==> src/design/flash_prot_regs.vh <==
// Constants for the flash sector protection controller.
`ifndef FLASH_PROT_REGS_VH
`define FLASH_PROT_REGS_VH

`define OPC_WRITE_ENABLE     8'h06
`define OPC_WRITE_DISABLE    8'h04
`define OPC_WRITE_STATUS1    8'h01
`define OPC_PROTECT_SECTOR   8'h36
`define OPC_UNPROTECT_SECTOR 8'h39

`define SECTOR_COUNT         16
`define SECTOR_PROT_RESET    16'hFFFF
`define SECTOR_SEL_LSB       16
`define SECTOR_SEL_MSB       19

`define SR_LOCK_BIT          7
`define SR_GLOBAL_MSB        5
`define SR_GLOBAL_LSB        2
`define SR_WP_BIT            4
`define SR_SWP_MSB           3
`define SR_SWP_LSB           2
`define SR_WEL_BIT           1

`define ADDR_BYTES_DONE      3'h4
`define STATUS_BYTES_DONE    3'h2
`define CMD_BYTES_DONE       3'h1

`endif

==> src/design/flash_sector_protection_ctrl.v <==
// Sector protection, lock bit and write-enable latch logic of the serial flash.
`include "flash_prot_regs.vh"
`default_nettype none
module flash_sector_protection_ctrl (
   input  wire        clock,
   input  wire        rst,
   input  wire        cs_n,
   input  wire        sck,
   input  wire        mosi,
   input  wire        wp_n,
   input  wire        suspend_any,
   output reg  [15:0] sector_prot_ff,
   output reg         write_enable_latch_ff,
   output reg         protection_lock_bit_ff,
   output reg  [7:0]  status_byte1_ff
);
   localparam [1:0] ST_IDLE = 2'b00;
   localparam [1:0] ST_OPC  = 2'b01;
   localparam [1:0] ST_ARG  = 2'b10;
   localparam [1:0] ST_SKIP = 2'b11;

   wire       frame_start;
   wire       frame_end;
   wire       byte_valid;
   wire [7:0] byte_data;
   wire       bit_aligned;
   wire       wp_n_s;

   reg  [1:0] state_ff;
   reg  [1:0] nxt_state;
   reg  [7:0] opcode_ff;
   reg  [2:0] byte_cnt_ff;
   reg  [3:0] sector_sel_ff;
   reg  [7:0] wr_data_ff;
   reg        susp_ff;

   spi_frame_rx u_rx (
      .clock          (clock),
      .rst            (rst),
      .cs_n_pin       (cs_n),
      .sck_pin        (sck),
      .mosi_pin       (mosi),
      .wp_n_pin       (wp_n),
      .frame_start_ff (frame_start),
      .frame_end_ff   (frame_end),
      .byte_valid_ff  (byte_valid),
      .byte_data_ff   (byte_data),
      .bit_aligned_ff (bit_aligned),
      .wp_n_sync      (wp_n_s)
   );

   // Frame-end decode of the completed command.
   // Sector commands need the opcode plus three address bytes, status writes one data byte.
   wire is_prot   = (opcode_ff == `OPC_PROTECT_SECTOR);
   wire is_unprot = (opcode_ff == `OPC_UNPROTECT_SECTOR);
   wire is_wsr    = (opcode_ff == `OPC_WRITE_STATUS1);
   wire is_sector = is_prot || is_unprot;
   wire is_wel_op = is_sector || is_wsr;
   wire sect_full = (byte_cnt_ff >= `ADDR_BYTES_DONE) && bit_aligned;
   wire wsr_full  = (byte_cnt_ff >= `STATUS_BYTES_DONE) && bit_aligned;
   wire opc_full  = (byte_cnt_ff >= `CMD_BYTES_DONE) && bit_aligned;
   wire run_sect  = frame_end && is_sector && sect_full && write_enable_latch_ff
                    && !protection_lock_bit_ff;
   wire run_wsr   = frame_end && is_wsr && wsr_full && write_enable_latch_ff;

   // Global operation decode; bits 5..2 are decoded here and never stored.
   // A set lock blocks both global operations; suspended work blocks only Global Protect.
   wire [3:0] gbits    = wr_data_ff[`SR_GLOBAL_MSB:`SR_GLOBAL_LSB];
   wire       g_all1   = (gbits == 4'hF);
   wire       g_all0   = (gbits == 4'h0);
   wire       run_glob = run_wsr && !protection_lock_bit_ff;
   wire       g_abort  = run_glob && g_all1 && susp_ff;
   wire       g_prot   = run_glob && g_all1 && !susp_ff;
   wire       g_unpr   = run_glob && g_all0;

   // Command framing: opcode byte, then argument bytes, then ignored trailing bytes.
   always @* begin
      nxt_state = state_ff;
      case (state_ff)
         ST_IDLE: begin
            if (frame_start) begin
               nxt_state = ST_OPC;
            end
         end
         ST_OPC: begin
            if (byte_valid) begin
               nxt_state = ST_ARG;
            end
         end
         ST_ARG: begin
            if (byte_valid && (byte_cnt_ff == 3'h3)) begin
               nxt_state = ST_SKIP;
            end
         end
         ST_SKIP: begin
            // Bytes past the third address byte never reach the decode.
            nxt_state = ST_SKIP;
         end
         default: begin
            nxt_state = ST_IDLE;
         end
      endcase
      if (frame_end) begin
         nxt_state = ST_IDLE;
      end
   end

   always @(posedge clock) begin
      if (rst) begin
         state_ff      <= ST_IDLE;
         opcode_ff     <= 8'h00;
         byte_cnt_ff   <= 3'h0;
         sector_sel_ff <= 4'h0;
         wr_data_ff    <= 8'h00;
         susp_ff       <= 1'b0;
      end else begin
         state_ff <= nxt_state;
         susp_ff  <= suspend_any;
         if (frame_start) begin
            byte_cnt_ff <= 3'h0;
            opcode_ff   <= 8'h00;
         end else if (byte_valid && (state_ff != ST_SKIP) && (state_ff != ST_IDLE)) begin
            // The count stops at four because the skip state is reached by then.
            byte_cnt_ff <= byte_cnt_ff + 3'h1;
            if (state_ff == ST_OPC) begin
               opcode_ff <= byte_data;
            end
            if (byte_cnt_ff == 3'h1) begin
               // First address byte carries the sector number; low 16 bits are unused.
               sector_sel_ff <= byte_data[`SECTOR_SEL_MSB-`SECTOR_SEL_LSB:0];
               wr_data_ff    <= byte_data;
            end
         end
      end
   end

   // Write enable and disable act only on a whole opcode ended on a byte boundary.
   wire wel_set = (opcode_ff == `OPC_WRITE_ENABLE) && opc_full;
   wire wel_clr = (opcode_ff == `OPC_WRITE_DISABLE) && opc_full;

   // Write-enable latch.
   always @(posedge clock) begin
      if (rst) begin
         write_enable_latch_ff <= 1'b0;
      end else if (frame_end) begin
         if (wel_set) begin
            write_enable_latch_ff <= 1'b1;
         end else if (wel_clr) begin
            write_enable_latch_ff <= 1'b0;
         end else if (is_wel_op) begin
            // Done, aborted, locked or refused: the latch always falls.
            write_enable_latch_ff <= 1'b0;
         end
      end
   end

   // Lock bit: only bit 7 of a status write is ever stored.
   reg nxt_lock;
   always @* begin
      nxt_lock = protection_lock_bit_ff;
      if (run_wsr && !g_abort) begin
         if (!protection_lock_bit_ff) begin
            nxt_lock = wr_data_ff[`SR_LOCK_BIT];
         end else if (!wr_data_ff[`SR_LOCK_BIT] && wp_n_s) begin
            // Once set, the lock can only be dropped while the write-protect pin is high.
            nxt_lock = 1'b0;
         end
      end
   end

   always @(posedge clock) begin
      if (rst) begin
         protection_lock_bit_ff <= 1'b0;
      end else begin
         protection_lock_bit_ff <= nxt_lock;
      end
   end

   // One protection bit per 64KB sector; every sector comes out of reset protected.
   // A global operation outranks a sector command, though the two never share a frame end.
   wire [15:0] prot_reset_bits = `SECTOR_PROT_RESET;
   genvar s;
   generate
      for (s = 0; s < `SECTOR_COUNT; s = s + 1) begin : g_sector
         always @(posedge clock) begin
            if (rst) begin
               sector_prot_ff[s] <= prot_reset_bits[s];
            end else if (g_prot) begin
               sector_prot_ff[s] <= 1'b1;
            end else if (g_unpr) begin
               sector_prot_ff[s] <= 1'b0;
            end else if (run_sect && (sector_sel_ff == s)) begin
               sector_prot_ff[s] <= is_prot;
            end
         end
      end
   endgenerate

   // Protection summary: all sectors protected, some protected, or none.
   reg [1:0] nxt_swp;
   always @* begin
      if (&sector_prot_ff) begin
         nxt_swp = 2'b11;
      end else if (|sector_prot_ff) begin
         nxt_swp = 2'b01;
      end else begin
         nxt_swp = 2'b00;
      end
   end

   // Status byte 1 as read back: bit 4 is the pin level, bits 3..2 the protection summary.
   always @(posedge clock) begin
      if (rst) begin
         status_byte1_ff <= 8'h00;
      end else begin
         status_byte1_ff <= 8'h00;
         status_byte1_ff[`SR_LOCK_BIT] <= protection_lock_bit_ff;
         status_byte1_ff[`SR_WP_BIT]   <= wp_n_s;
         status_byte1_ff[`SR_SWP_MSB:`SR_SWP_LSB] <= nxt_swp;
         status_byte1_ff[`SR_WEL_BIT]  <= write_enable_latch_ff;
      end
   end
endmodule
`default_nettype wire

==> src/design/spi_frame_rx.v <==
// Pin synchroniser and serial byte receiver for the command link.
`default_nettype none
module spi_frame_rx (
   input  wire       clock,
   input  wire       rst,
   input  wire       cs_n_pin,
   input  wire       sck_pin,
   input  wire       mosi_pin,
   input  wire       wp_n_pin,
   output reg        frame_start_ff,
   output reg        frame_end_ff,
   output reg        byte_valid_ff,
   output reg  [7:0] byte_data_ff,
   output reg        bit_aligned_ff,
   output wire       wp_n_sync
);
   wire [3:0] pins_raw;
   reg  [3:0] meta_ff;
   reg  [3:0] sync_ff;
   reg        sck_prev_ff;
   reg        cs_n_prev_ff;
   reg  [2:0] bit_cnt_ff;
   reg  [6:0] shift_ff;
   wire       cs_n_s;
   wire       sck_s;
   wire       mosi_s;
   wire       sck_rise;

   assign pins_raw = {wp_n_pin, mosi_pin, sck_pin, cs_n_pin};

   genvar g;
   generate
      for (g = 0; g < 4; g = g + 1) begin : g_sync
         always @(posedge clock) begin
            if (rst) begin
               meta_ff[g] <= (g == 1 || g == 2) ? 1'b0 : 1'b1;
               sync_ff[g] <= (g == 1 || g == 2) ? 1'b0 : 1'b1;
            end else begin
               meta_ff[g] <= pins_raw[g];
               sync_ff[g] <= meta_ff[g];
            end
         end
      end
   endgenerate

   assign cs_n_s    = sync_ff[0];
   assign sck_s     = sync_ff[1];
   assign mosi_s    = sync_ff[2];
   assign wp_n_sync = sync_ff[3];
   assign sck_rise  = sck_s && !sck_prev_ff && !cs_n_s;

   always @(posedge clock) begin
      if (rst) begin
         sck_prev_ff    <= 1'b0;
         cs_n_prev_ff   <= 1'b1;
         bit_cnt_ff     <= 3'h0;
         shift_ff       <= 7'h00;
         byte_data_ff   <= 8'h00;
         byte_valid_ff  <= 1'b0;
         frame_start_ff <= 1'b0;
         frame_end_ff   <= 1'b0;
         bit_aligned_ff <= 1'b1;
      end else begin
         sck_prev_ff    <= sck_s;
         cs_n_prev_ff   <= cs_n_s;
         frame_start_ff <= cs_n_prev_ff && !cs_n_s;
         frame_end_ff   <= !cs_n_prev_ff && cs_n_s;
         byte_valid_ff  <= 1'b0;
         if (cs_n_prev_ff && !cs_n_s) begin
            bit_cnt_ff     <= 3'h0;
            bit_aligned_ff <= 1'b1;
         end else if (sck_rise) begin
            bit_cnt_ff     <= bit_cnt_ff + 3'h1;
            bit_aligned_ff <= (bit_cnt_ff == 3'h7);
            shift_ff       <= {shift_ff[5:0], mosi_s};
            if (bit_cnt_ff == 3'h7) begin
               byte_data_ff  <= {shift_ff, mosi_s};
               byte_valid_ff <= 1'b1;
            end
         end
      end
   end
endmodule
`default_nettype wire

==> config.mk <==
export PLATFORM = sky130hd
export DESIGN_NAME = flash_sector_protection_ctrl
export DESIGN_NICKNAME = d
export VERILOG_FILES = /design/src/design/flash_sector_protection_ctrl.v /design/src/design/spi_frame_rx.v
export VERILOG_INCLUDE_DIRS = /design/src /design/src/design
export SDC_FILE = /design/constraint.sdc
export NUM_CORES = 1
export LEC_CHECK = 0
export ABC_AREA = 1
export BUFFER_PORTS_ARGS = -buffer_cell sky130_fd_sc_hd__buf_4
export CORE_ASPECT_RATIO = 0.75
export CORE_MARGIN = 2
export CORE_UTILIZATION = 30
export CTS_CLUSTER_SIZE = 12
export DETAILED_ROUTE_END_ITERATION = 6
export MAX_ROUTING_LAYER = met4
export SLEW_MARGIN = 40
export SYNTH_ARGS = -nofsm -noshare
export SYNTH_HDL_FRONTEND = slang
export SYNTH_SLANG_ARGS = --single-unit
export TNS_END_PERCENT = 5
==> constraint.sdc <==
create_clock -name clock -period 1.35 [get_ports clock]
set_input_delay 0.27 -clock clock [delete_from_list [all_inputs] [get_ports clock]]
set_output_delay 0.27 -clock clock [all_outputs]
set_load 0.05 [all_outputs]
* Word-level counts from Yosys, hierarchy flattened *
Index checks and enable logic that the tools add are counted.

word-level totals
  output and inout bits = 26
  register bits after elaboration = 84
  input port bits = 7

cells by class
  equal/unequal tests = 31
  $add $sub $neg = 2
  muxes and demuxes = 44
  magnitude comparators = 3
  reductions and logical operators = 85
  bitwise operators = 3

operators with widths
  kind                                                             number
  1-bit logical AND                                                42
  1-bit 2-to-1 mux                                                 39
  4-bit == test, second input constant                             9
  2-bit nonzero test                                               17
  4-bit by 3-bit == test with 1-bit output, second input constant  4
  8-bit by 3-bit == test with 1-bit output, second input constant  2
  8-bit by 6-bit == test with 1-bit output, second input constant  2
  16-bit AND reduction                                             1
  16-bit OR reduction                                              1
  3-bit AND reduction                                              3
  4-bit by 2-bit == test with 1-bit output, second input constant  2
  8-bit by 1-bit == test with 1-bit output, second input constant  1
  4-bit logical NOT                                                2
  2-bit 2-to-1 mux                                                 4
  2-bit one-hot mux with 4 select lines                            1
  2-bit OR reduction                                               4
  1-bit logical NOT                                                7
  3-bit by 1-bit adder with 3-bit output, second input constant    2
  2-bit AND reduction                                              3
  2-bit == test, second input constant                             2
  4-bit by 1-bit == test with 1-bit output, second input constant  1
  2-bit by 1-bit != test with 1-bit output, second input constant  2
  2-bit != test, second input constant                             2
  3-bit by 1-bit == test with 1-bit output, second input constant  1
  11 further kinds                                                 14

* Logic depth before layout (Yosys ltp) *
Gate-level depths: netlist (run 1).

  depth in word-level cells = 9
  gate-level depth with buffers = 11
  depth with buffers taken out = 11

* Modules after synthesis *
A second synthesis (run 1) with hierarchy kept.

second synthesis, totals
  cells, all modules = 470
  area total of the unflattened synthesis = 3631.0 µm²

by module, submodules not included
  module                        cells each  area each (µm²)  times used  seq. area each (µm²)
  flash_sector_protection_ctrl  315         2399.8           1           880.8
  spi_frame_rx                  155         1231.2           1           640.6

* Least setup slack after synthesis (run 1) *
Ideal clock, no wire load.

  kind = reg-to-reg
  from = register write_enable_latch_ff
  to = register sector_prot_ff[13]
  cell stages (with the launch flop) = 9
  buffers on the path = 1
  period minus slack after synthesis = 1.681 ns
  setup slack = -0.331 ns
  data arrival time = 1.542 ns
  path through = dfxtp_1 nand3_2 nor2_1 nand2_1 nor2_2 nand2_2 buf_6 nand3_1 nand3_1

on the way
  cells in the longest elaborated chain, start to end = 5
  elaborated cells between the ends (all ways) = 11
  classes of those cells = mux: 1; reduce/logical: 10

RTL lines
  item                            RTL line                            RTL
  start: declaration              flash_sector_protection_ctrl.v:13   output reg write_enable_latch_ff,
  start signal: assignment        flash_sector_protection_ctrl.v:144  write_enable_latch_ff <= 1'b0;
  start signal: assignment        flash_sector_protection_ctrl.v:147  write_enable_latch_ff <= 1'b1;
  start signal: assignment        flash_sector_protection_ctrl.v:149  write_enable_latch_ff <= 1'b0;
  1-bit logical AND               flash_sector_protection_ctrl.v:64   wire run_wsr = frame_end && is_wsr && wsr_full && write_enable_latch_ff;
  1-bit logical AND               flash_sector_protection_ctrl.v:71   wire run_glob = run_wsr && !protection_lock_bit_ff;
  1-bit logical AND (2 in a row)  flash_sector_protection_ctrl.v:73   wire g_prot = run_glob && g_all1 && !susp_ff;
  2-bit OR reduction (no line)    n/a
  end signal: indexed assignment  flash_sector_protection_ctrl.v:187  sector_prot_ff[s] <= prot_reset_bits[s];
  end signal: indexed assignment  flash_sector_protection_ctrl.v:193  sector_prot_ff[s] <= is_prot;
  end: declaration                flash_sector_protection_ctrl.v:12   output reg [15:0] sector_prot_ff,

Several ways; a longest one is shown, not always the timed one.
A chain may end at the register's enable or synchronous reset.

* Final worst setup path (run 1) *
  from = register opcode_ff[4]
  to = register sector_prot_ff[15]

on the way
  cells in the longest elaborated chain, start to end = 8
  elaborated cells between the ends (all ways) = 20
  classes of those cells = eq/ne: 3; mux: 2; reduce/logical: 15

RTL lines
  item                                                                                                                   RTL line                                                               RTL
  start: declaration                                                                                                     flash_sector_protection_ctrl.v:31                                      reg [7:0] opcode_ff;
  start signal: assignment                                                                                               flash_sector_protection_ctrl.v:126                                     opcode_ff <= byte_data;
  8-bit by 6-bit == test with 1-bit output (no line) / 8-bit by 1-bit == test with 1-bit output (equally long branches)  n/a
  1-bit logical OR / 1-bit logical AND (equally long branches)                                                           flash_sector_protection_ctrl.v:57, flash_sector_protection_ctrl.v:64
  1-bit logical AND, on equally long branches (2 in a row)                                                               flash_sector_protection_ctrl.v:62, flash_sector_protection_ctrl.v:64
  1-bit logical AND, on equally long branches                                                                            flash_sector_protection_ctrl.v:62, flash_sector_protection_ctrl.v:71
  1-bit logical AND, on equally long branches                                                                            flash_sector_protection_ctrl.v:63, flash_sector_protection_ctrl.v:73
  1-bit logical AND, on equally long branches                                                                            flash_sector_protection_ctrl.v:192, flash_sector_protection_ctrl.v:73
  2-bit nonzero test (no line) / 2-bit OR reduction (equally long branches)                                              n/a

Several ways; a longest one is shown, not always the timed one. The select of a mux whose other input is x is not followed.

==> results of run 1 <==
## stage by stage
step / setup TNS (ns) / hold WS (ns) / power (mW) / area, µm² / cells
2_1_floorplan: -0.177 / 0.374 / 2.43 / 3200 / 420
3_3_place_gp: -3.66 / 0.397 / 2.47 / 3840 / 614
3_5_place_dp: -4.84 / 0.397 / 2.48 / 3840 / 614
4_1_cts: -0.893 / 0.111 / 5.28 / 4280 / 633
5_1_grt: -3.73 / 0.118 / 5.40 / 4390 / 636
6_report: -2.13 / 0.117 / 5.25 / 4390 / 636
## cell usage after synthesis, drive strengths merged, types with 3 or more instances
cell type / instances
nor2: 63
a21oi: 37
o21ai: 29
inv: 51
nand3: 55
nor4: 3
nand2: 48
nand4: 17
buf: 10
ha: 5
nor3: 8
dfxtp: 76
or2: 4
clkbuf: 5
## critical path, stage by stage (launching register included)
cell,delay (ns)
dfxtp_2,0.33
nor2_1,0.10
nand2_1,0.09
nor2_2,0.16
nand2_2,0.09
nor2_4,0.24
buf_4,0.17
a31oi_4,0.14
nand3_1,0.12
## cells in the final DEF, fill, tap and decap left out, types with 2 or more instances in the layout
| cell | netlist | layout |
|---|---|---|
| a21oi_1 | 37 | 33 |
| o21ai_0 | 29 | 26 |
| nand2_1 | 45 | 39 |
| nand2_2 | 3 | 8 |
| dfxtp_2 | 0 | 10 |
| nor2_4 | 1 | 3 |
| dfxtp_1 | 76 | 65 |
| bufinv_16 | 0 | 3 |
| a21oi_2 | 0 | 4 |
| ha_4 | 0 | 2 |
| clkbuf_16 | 0 | 9 |
| o21ai_1 | 0 | 3 |
| buf_6 | 2 | 2 |
| buf_4 | 4 | 74 |
| nor3_4 | 1 | 3 |
| ha_1 | 5 | 3 |
| a31oi_2 | 1 | 2 |
| nor3_1 | 7 | 4 |
| inv_2 | 1 | 3 |
| nand2_4 | 0 | 2 |
| or2_2 | 4 | 4 |
| nor2_2 | 5 | 7 |
| nor4_1 | 3 | 3 |
| nor2_1 | 57 | 53 |
| nand3_1 | 54 | 53 |
| nand4_1 | 17 | 17 |
| conb_1 | 1 | 3 |
| inv_1 | 50 | 48 |
## cell families (layout without fill, tap and decap cells)
group	Yosys count	count (layout)	synth area share
compound gates	72	73	0.120
fa+ha+maj	5	5	0.0197
buf+inv	66	144	0.0886
flops	76	76	0.479
other cells	1	3	0.00118
simple gates	198	199	0.292
## power breakdown
| group | switching [mW] | total (mW) | internal (mW) | leakage [nW] |
|---|---|---|---|---|
| Combinational | 0.109 | 0.162 | 0.0531 | 1.14 |
| Clock | 0.946 | 2.81 | 1.87 | 0.170 |
| Sequential | 0.00985 | 2.27 | 2.26 | 0.622 |
| Total | 1.07 | 5.25 | 4.18 | 1.93 |
## layer usage
layer  routed length (µm)  part of all wire
met1                 3750              0.47
met4                  112             0.014
met3                  556             0.069
met5                    0                 0
met2                 3610              0.45
## flip-flops by register name (all words and copies together), names as in the netlist, 2 cells and up
signal,flops
u_rx.meta_ff,4
u_rx.byte_data_ff,8
sector_prot_ff,16
wr_data_ff,4
status_byte1_ff,5
state_ff,2
u_rx.shift_ff,7
byte_cnt_ff,3
u_rx.bit_cnt_ff,3
opcode_ff,8
sector_sel_ff,3
## layout make-up
cell class | count | area, µm²
fillers | 1044 | 5900
repair buffers | 77 | 598
multi-input cells | 280 | 1540
well taps | 136 | 170
clock inverters | 5 | 108
clock buffers | 11 | 243
inverters | 51 | 191
flip-flops and latches | 76 | 1540
## worst min path at each step
stage | end | slack [ns] | cells past startpoint
CTS | u_rx.meta_ff[3] | 0.11 | 2
detailed placement | u_rx.wp_n_sync | 0.40 | 1
floorplan | u_rx.meta_ff[0] | 0.37 | 1
finish | u_rx.meta_ff[3] | 0.12 | 2
global route | u_rx.meta_ff[3] | 0.12 | 2
global placement | u_rx.cs_n_s | 0.40 | 1
## timing repair
action / CTS / global route
hold buffers: 0 / 0
pin swaps: 5 / 5
gates resized for setup: 24 / 23
cloned: 1 / 1
buffers inserted: 2 / 2
endpoints found under the setup margin: 30 / 40
==> flow_metrics.py, run 1 <==
metrics = {
    "placed_design": {
        "io_buffer_count": 29,
        "place.gp.congestion": 0.876,
        "dp_worst_setup_slack_ns": -0.271,
        "post-dp-hpwl_um": 5550,
    },
    "min_path": {
        "hold_class": "in2reg",
        "hp-start": "wp_n",
    },
    "critical_path": {
        "crit_path_end": "sector_prot_ff[15]",
        "worstSetupStartpoint": "opcode_ff[4]",
        "r2r-end": "sector_prot_ff[15]",
        "crit_required_ns": 1.63,
        "cp.arrival_ns": 1.77,
        "regToRegSetupSlack_ns": -0.14,
        "timing.rr.start": "opcode_ff[4]",
        "worstSetupStartpointType": "flop",
        "reg2reg_depth": 8,
        "critPathKind": "reg2reg",
        "critPathCaptureType": "flop",
        "crit_path_max_fanout": 8,
    },
    "route": {
        "drc": 0,
        "dr.pass1.iters": 4,
        "drt-vias-per-instance": 4.70,
        "wl_per_cell_um": 12.6,
        "routed_wirelength_um": 8030,
        "drt-initial-drc-count": 324,
        "final_antenna_net_count": 0,
        "num_vias": 2987,
    },
    "floorplan": {
        "core_um2": 10300,
        "die_y_um": 93.1,
        "dieArea_um2": 11400,
        "start_util": 0.309,
        "core.rowCount": 32,
        "io_pins": 33,
        "fp.dieW_um": 123,
    },
    "global_route": {
        "use_met2": 0.223,
        "grtUsageMet1": 0.197,
        "busiest_layer": "met2",
        "use_met3": 0.0500,
        "grt_util_all_layers": 0.152,
        "first_global_vias": 2791,
        "antenna_found_initial": 0,
        "overflow": 0,
        "grt_pass1_wl_um": 13200,
        "grt_max_degree": 17,
    },
    "logic_synthesis": {
        "yosysWarnings": 0,
        "synth-edff-count": 0,
        "ys.flop_type": "dfxtp_1",
        "avgSynthCellArea_um2": 7.60,
        "synth_cells": 418,
        "synth_largest_area_cell": "dfxtp_1",
        "synth_top_area_frac": 0.479,
        "yosys_register_bits": 76,
        "synthDistinctLibCells": 30,
        "ys_seq_area_frac": 0.479,
        "synth_area_leaders": "dfxtp_1 48%, nand3_1 8.5%, nor2_1 6.7%, inv_1 5.9%, a21oi_1 5.8%",
        "syn-cell-area_um2": 3180,
        "synth-async-reset-ratio": 0,
    },
    "pwr": {
        "max-vdd-ir-drop_mv": 0.866,
        "p_per_area_nw_per_um2": 1200,
        "leakagePower_nw": 1.93,
    },
    "timing": {
        "min_period_ns": 1.49,
        "max_freq_ghz": 0.671,
        "skew_ns": 0.00919,
        "hold_viol_final": 0,
        "finalCritPeriodShare": 1.10,
        "drv_slew": 0,
        "tightest_slew_ns": 0.504,
        "finalWorstSetupSlack_ns": -0.140,
        "setup_violations": 18,
        "rsz0062_at_grt": "true",
        "max_slew_margin": 0.663,
    },
    "final_layout": {
        "syn2layout_area_growth_pct": 38.1,
        "layout-drive-gt1-share": 0.290,
        "fin_nets": 507,
        "final_util": 0.426,
        "antennaDiodeCount": 0,
    },
    "clock_tree": {
        "cts-root-buf": "clkbuf_16",
        "clk_latency_ns": 0.34,
        "cts_tree": "yes",
        "h-tree-depth": 3,
        "cts.path.max_buffers": 2,
        "cts_num_sinks": 76,
        "clkSlewWorstSetupHoldPaths_ns": 0.06,
        "cts_buffers": 9,
    },
    "job": {
        "drv_cap": 0,
    },
    "outcome": {
        "violations": "negative setup slack",
        "status": "finished, violations left",
    },
}
Note: power is estimated with default switching activity, not from simulation.
==> run 2: changes to the inputs <==
--- a/config.mk
+++ b/config.mk
@@ -14,6 +14,7 @@
 export CTS_CLUSTER_SIZE = 12
 export DETAILED_ROUTE_END_ITERATION = 6
 export MAX_ROUTING_LAYER = met4
+export SETUP_SLACK_MARGIN = 0.05
 export SLEW_MARGIN = 40
 export SYNTH_ARGS = -nofsm -noshare
 export SYNTH_HDL_FRONTEND = slang
==> constraint.sdc (replaced) <==
create_clock -name clock -period 1.9 [get_ports clock]
set_input_delay 0.38 -clock clock [delete_from_list [all_inputs] [get_ports clock]]
set_output_delay 0.38 -clock clock [all_outputs]
set_load 0.05 [all_outputs]
==> run 2 against run 1 <==
Effect of this change: the flow now finishes without violations; non-clock buffer count is 43 lower; fmax is 6.4% lower; global-route usage is 1.1 points lower; via count is 6.8% lower.
==> flow_metrics.py, run 2 (synthesis gave the netlist of run 1 again) <==
metrics = {
    "outcome": {
        "status": "completed",
    },
    "global_route": {
        "grt_pass1_wl_um": 12300,
        "grt_max_degree": 25,
        "overflow": 0,
        "antenna_found_initial": 0,
        "grt_util_all_layers": 0.141,
        "first_global_vias": 2570,
    },
    "clock_tree": {
        "clkSlewWorstSetupHoldPaths_ns": 0.05,
        "cts-root-buf": "clkbuf_16",
        "h-tree-depth": 3,
        "holdBufCountCts": 0,
        "cts.path.max_buffers": 2,
        "cts_setup_buffers": 0,
        "cts_buffers": 9,
        "cts_tree": "yes",
        "cts_resized": 0,
        "cts_num_sinks": 76,
        "clk_latency_ns": 0.33,
    },
    "floorplan": {
        "core.rowCount": 32,
        "die_y_um": 93.1,
        "dieArea_um2": 11400,
        "core_um2": 10300,
        "start_util": 0.309,
        "fp.dieW_um": 123,
        "io_pins": 33,
    },
    "final_layout": {
        "layout_commonest_cell": "dfxtp_1",
        "fin_nets": 462,
        "top_register": "sector_prot_ff",
        "layout_common_cells": "76 x dfxtp_1, 57 x nor2_1, 54 x nand3_1",
        "antennaDiodeCount": 0,
        "top_regs": "sector_prot_ff: 16 flops, opcode_ff: 8 flops, u_rx.byte_data_ff: 8 flops",
        "final_util": 0.373,
        "syn2layout_area_growth_pct": 20.8,
        "layout-drive-gt1-share": 0.145,
        "largest_register_ffs": 16,
    },
    "route": {
        "dr.pass1.iters": 4,
        "drc": 0,
        "drt-vias-per-instance": 4.71,
        "wl_per_cell_um": 12.3,
        "final_antenna_net_count": 0,
        "drt-initial-drc-count": 219,
        "num_vias": 2783,
        "routed_wirelength_um": 7290,
    },
    "timing": {
        "whs_ns": 0.240,
        "skew_ns": 0.00769,
        "tightest_slew_ns": 0.573,
        "drv_slew": 0,
        "setup_tns_ns": 0,
        "max_freq_ghz": 0.628,
        "setup_violations": 0,
        "min_period_ns": 1.59,
        "finalCritPeriodShare": 0.838,
        "rsz0062_at_grt": "false",
        "hold_viol_final": 0,
        "max_slew_margin": 0.616,
    },
    "job": {
        "drv_cap": 0,
    },
    "critical_path": {
        "worstSetupStartpointType": "flop",
        "cp.arrival_ns": 1.80,
        "regToRegSetupSlack_ns": 0.31,
        "crit_required_ns": 2.11,
        "critPathKind": "reg2reg",
        "critPathCaptureType": "flop",
        "crit_path_max_fanout": 16,
    },
    "min_path": {
        "hold_class": "in2reg",
    },
    "pwr": {
        "p_int_mw": 2.77,
        "clock_power_share": 0.504,
        "p_per_area_nw_per_um2": 903,
        "max-vdd-ir-drop_mv": 0.509,
        "seqPwrFrac": 0.466,
        "power.switching_mw": 0.700,
        "leakagePower_nw": 1.67,
        "power_mw": 3.47,
        "power.share.switching": 0.202,
        "pwr-share-comb": 0.029,
    },
    "placed_design": {
        "post-dp-hpwl_um": 5260,
        "io_buffer_count": 29,
        "place.gp.congestion": 0.832,
    },
}
[run 2: cell types whose count changed in the layout (fill, tap and decap cells not counted), sizes merged]
| cell | delta |
|---|---|
| clkbuf | +2 |
| bufinv | -2 |
| clkinv | +1 |
| buf | -43 |
| nand2 | -1 |
| inv | -1 |
| a31oi | -1 |
[run 2: per-layer routing]
| layer | vias up | global-route usage | share of wire |
|---|---|---|---|
| met5 | - | - | 0 |
| met4 | 0 | 0.0441 | 0.0071 |
| met3 | 4 | 0.0366 | 0.058 |
| met2 | 77 | 0.203 | 0.43 |
| met1 | 1256 | 0.193 | 0.51 |
| li1 | 1446 | - | - |
[run 2: final timing paths]
| kind | endpoint | depth (start not counted) | from |
|---|---|---|---|
| hold reg to reg | u_rx.sck_s | 2 | u_rx.meta_ff[1] |
| setup reg to reg | sector_prot_ff[0] | 11 | opcode_ff[0] |
| setup / recovery | sector_prot_ff[0] | 11 | opcode_ff[0] |
| hold / removal | u_rx.meta_ff[0] | 2 | cs_n |
[run 2: power by group through the flow]
stage          logic (mW)  registers [mW]  clock network (mW)
6_report            0.102            1.62                1.75
5_1_grt             0.114            1.62                1.85
4_1_cts             0.103            1.62                1.80
3_5_place_dp        0.103            1.65                   0
3_3_place_gp        0.101            1.65                   0
2_1_floorplan      0.0636            1.66                   0
[run 2: worst max-delay path, stage by stage, from the launching register on]
cell	delay (ns)
dfxtp_1	0.36
inv_2	0.07
nor2_1	0.09
nand2_1	0.07
nor2_2	0.11
nand2_1	0.11
nor2_2	0.15
nand2_2	0.22
nand2_1	0.14
nand2_1	0.06
nand2_1	0.06
nand2_1	0.05
[run 2: final cells by class]
type,instances,area [µm²]
clock buffer,13,270
fill,1050,6450
sequential,76,1520
inverter,51,191
timing repair buffer,34,255
multi-input combinational,278,1390
clock inverter,3,43.8
tap,136,170
[run 2: per-stage QoR]
stage / std cells / area [µm²] / worst slack, ns
after floorplan: 420 / 3180 / 0.219
after global placement: 575 / 3520 / 0.293
after detailed placement: 575 / 3520 / 0.254
after CTS: 591 / 3830 / 0.238
after global routing: 591 / 3840 / 0.109
final: 591 / 3840 / 0.308
==> run 3: changes to the inputs <==
--- a/config.mk
+++ b/config.mk
@@ -6,7 +6,7 @@
 export SDC_FILE = /design/constraint.sdc
 export NUM_CORES = 1
 export LEC_CHECK = 0
-export ABC_AREA = 1
+export ABC_AREA = 0
 export BUFFER_PORTS_ARGS = -buffer_cell sky130_fd_sc_hd__buf_4
 export CORE_ASPECT_RATIO = 0.75
 export CORE_MARGIN = 2
==> constraint.sdc (replaced) <==
create_clock -name clock -period 1.3 [get_ports clock]
set_input_delay 0.26 -clock clock [delete_from_list [all_inputs] [get_ports clock]]
set_output_delay 0.26 -clock clock [all_outputs]
set_load 0.05 [all_outputs]
==> run 3 against run 2 <==
Effect of this change: the flow now finishes with violations (negative setup slack); total power up 46%; hold slack worse by 0.13 ns; sequential power up 46%; critical path type unchanged; highest routed layer unchanged.
==> flow_metrics.py, run 3 <==
metrics = {
    "timing": {
        "setup_tns_ns": -3.88,
        "whs_ns": 0.109,
        "setup_violations": 18,
        "min_period_ns": 1.54,
        "finalCritPeriodShare": 1.19,
        "hold_viol_final": 0,
        "skew_ns": 0.00504,
        "rsz0062_at_grt": "true",
        "finalWorstSetupSlack_ns": -0.244,
        "max_freq_ghz": 0.648,
        "drv_slew": 0,
    },
    "placed_design": {
        "post-dp-hpwl_um": 5260,
        "dp_worst_setup_slack_ns": -0.291,
        "place.gp.congestion": 0.827,
        "io_buffer_count": 29,
    },
    "logic_synthesis": {
        "yosys_register_bits": 76,
        "synth-async-reset-ratio": 0,
        "synth_top_area_frac": 0.494,
        "ys_top_cells_by_count": "76 x dfxtp_1, 44 x nor2_1, 28 x nand2_1",
        "avgSynthCellArea_um2": 9.57,
        "synth_area_leaders": "dfxtp_1 49%, o211ai_1 6.6%, nor2_1 5.4%, mux2i_1 5.2%, a21oi_1 3.7%",
        "synth_cells": 322,
        "synth_largest_area_cell": "dfxtp_1",
        "ys_seq_area_frac": 0.494,
        "synthDistinctLibCells": 50,
        "syn-cell-area_um2": 3080,
        "ys.flop_type": "dfxtp_1",
        "synth-edff-count": 0,
        "yosysWarnings": 0,
        "synth_most_common_cell": "dfxtp_1",
    },
    "floorplan": {
        "fp.dieW_um": 121,
        "core_um2": 10100,
        "start_util": 0.304,
        "dieArea_um2": 11100,
        "die_y_um": 91.8,
        "core.rowCount": 32,
        "io_pins": 33,
    },
    "clock_tree": {
        "clkSlewWorstSetupHoldPaths_ns": 0.06,
        "cts.path.max_buffers": 2,
        "clk_latency_ns": 0.33,
        "cts_tree": "yes",
        "cts_num_sinks": 76,
        "cts-root-buf": "clkbuf_16",
        "cts_buffers": 9,
        "h-tree-depth": 3,
    },
    "final_layout": {
        "top_regs": "sector_prot_ff: 16 flops, opcode_ff: 8 flops, u_rx.byte_data_ff: 8 flops",
        "layout-drive-gt1-share": 0.333,
        "fin_nets": 409,
        "top_register": "sector_prot_ff",
        "multi_input_area_um2": 1580,
        "regArea_um2": 1540,
        "antennaDiodeCount": 0,
        "largest_register_ffs": 16,
        "layout_commonest_cell": "dfxtp_1",
        "syn2layout_area_growth_pct": 38.9,
        "layout_common_cells": "66 x dfxtp_1, 59 x buf_4, 43 x nor2_1",
        "nFillCells": 983,
        "final_util": 0.423,
    },
    "critical_path": {
        "r2r-end": "sector_prot_ff[7]",
        "critPathKind": "reg2reg",
        "crit_family": "simple AND/OR/NAND/NOR gates",
        "reg2reg_depth": 6,
        "timing.rr.start": "opcode_ff[5]",
        "cpPeakStageDelay_ns": 0.37,
        "path_buf_inv": 1,
        "cp_slowest_cell": "or3_4",
        "regToRegSetupSlack_ns": -0.24,
        "critPathCaptureType": "flop",
        "worstSetupStartpointType": "flop",
        "cp.arrival_ns": 1.74,
        "path_cells": "nor3_4, nand4_2, or3_4, buf_6, o211ai_1, o311ai_1",
        "crit_required_ns": 1.50,
        "crit_path_max_fanout": 8,
    },
    "route": {
        "drc": 0,
        "drt-initial-drc-count": 93,
        "final_antenna_net_count": 0,
        "num_vias": 2538,
        "routed_wirelength_um": 7050,
        "drt-vias-per-instance": 4.72,
        "wl_per_cell_um": 13.1,
        "dr.pass1.iters": 4,
    },
    "pwr": {
        "max-vdd-ir-drop_mv": 0.968,
        "leakagePower_nw": 1.81,
        "power_mw": 5.06,
        "p_per_area_nw_per_um2": 1180,
    },
    "outcome": {
        "status": "finished, violations left",
        "violations": "negative setup slack",
    },
    "global_route": {
        "overflow": 0,
        "antenna_found_initial": 0,
        "first_global_vias": 2487,
        "grt_util_all_layers": 0.138,
        "grt_pass1_wl_um": 11800,
        "grt_max_degree": 17,
    },
    "job": {
        "drv_cap": 0,
    },
    "min_path": {
        "min_path_cells": 2,
        "hold_end": "u_rx.meta_ff[0]",
        "hold_class": "in2reg",
        "hp-start": "cs_n",
    },
}
run 3: how the worst max path moves through the flow:
stage | from | to | slack [ns] | depth (start not counted)
finish | opcode_ff[5] | sector_prot_ff[7] | -0.24 | 6
global placement | opcode_ff[0] | sector_prot_ff[14] | -0.22 | 6
CTS | opcode_ff[5] | sector_prot_ff[7] | -0.24 | 6
floorplan | write_enable_latch_ff | sector_prot_ff[15] | -0.23 | 5
global route | opcode_ff[0] | sector_prot_ff[2] | -0.34 | 6
detailed placement | opcode_ff[3] | sector_prot_ff[7] | -0.29 | 6
run 3: layout make-up:
class | count | area share
multi-input combinational | 227 | 0.368
sequential | 76 | 0.359
timing repair buffer | 76 | 0.156
clock buffer | 11 | 0.0567
tap | 136 | 0.0397
clock inverter | 5 | 0.0140
inverter | 7 | 0.00614
run 3: routing by layer:
| layer | up-vias | track usage | routed length, µm |
|---|---|---|---|
| met5 | - | - | 0 |
| met4 | 0 | 0.0455 | 113 |
| met3 | 13 | 0.0442 | 291 |
| met2 | 42 | 0.212 | 3210 |
| met1 | 1190 | 0.171 | 3440 |
| li1 | 1293 | - | - |
run 3: what timing repair did:
action	4_1_cts	5_1_grt
buffers inserted	0	1
hold buffers	0	0
setup endpoints to repair	37	46
hold endpoints to repair	0	0
pin swaps	8	20
gates resized for setup	27	19
gates cloned	0	1
run 3: kinds of logic after synthesis:
family	synth area share
AOI/OAI and AO/OA	0.136
DFF	0.494
muxes	0.0520
other	0.00122
adders and majority gates	0.0203
xor gates and xnor gates	0.00853
and+or+nand+nor	0.252
buffers and inverters	0.0357
run 3: through the flow:
step	std cells	instance area, µm²
after detailed placement	520	3790
after global placement	520	3790
after global routing	538	4280
after CTS	536	4200
after floorplan	324	3120
final	538	4280
run 3: worst reg2reg max path, stage by stage (launching register included):
cell and delay (ns):
dfxtp_2 0.34, nor3_4 0.22, nand4_2 0.14, or3_4 0.37, buf_6 0.15, o211ai_1 0.08, o311ai_1 0.12
run 3: where the power goes:
group | switching [mW] | total (mW) | leakage, nW | internal, mW
combinational | 0.123 | 0.203 | 1.04 | 0.0800
clock | 0.937 | 2.48 | 0.146 | 1.54
sequential | 0.0160 | 2.37 | 0.622 | 2.36
total | 1.08 | 5.06 | 1.81 | 3.98
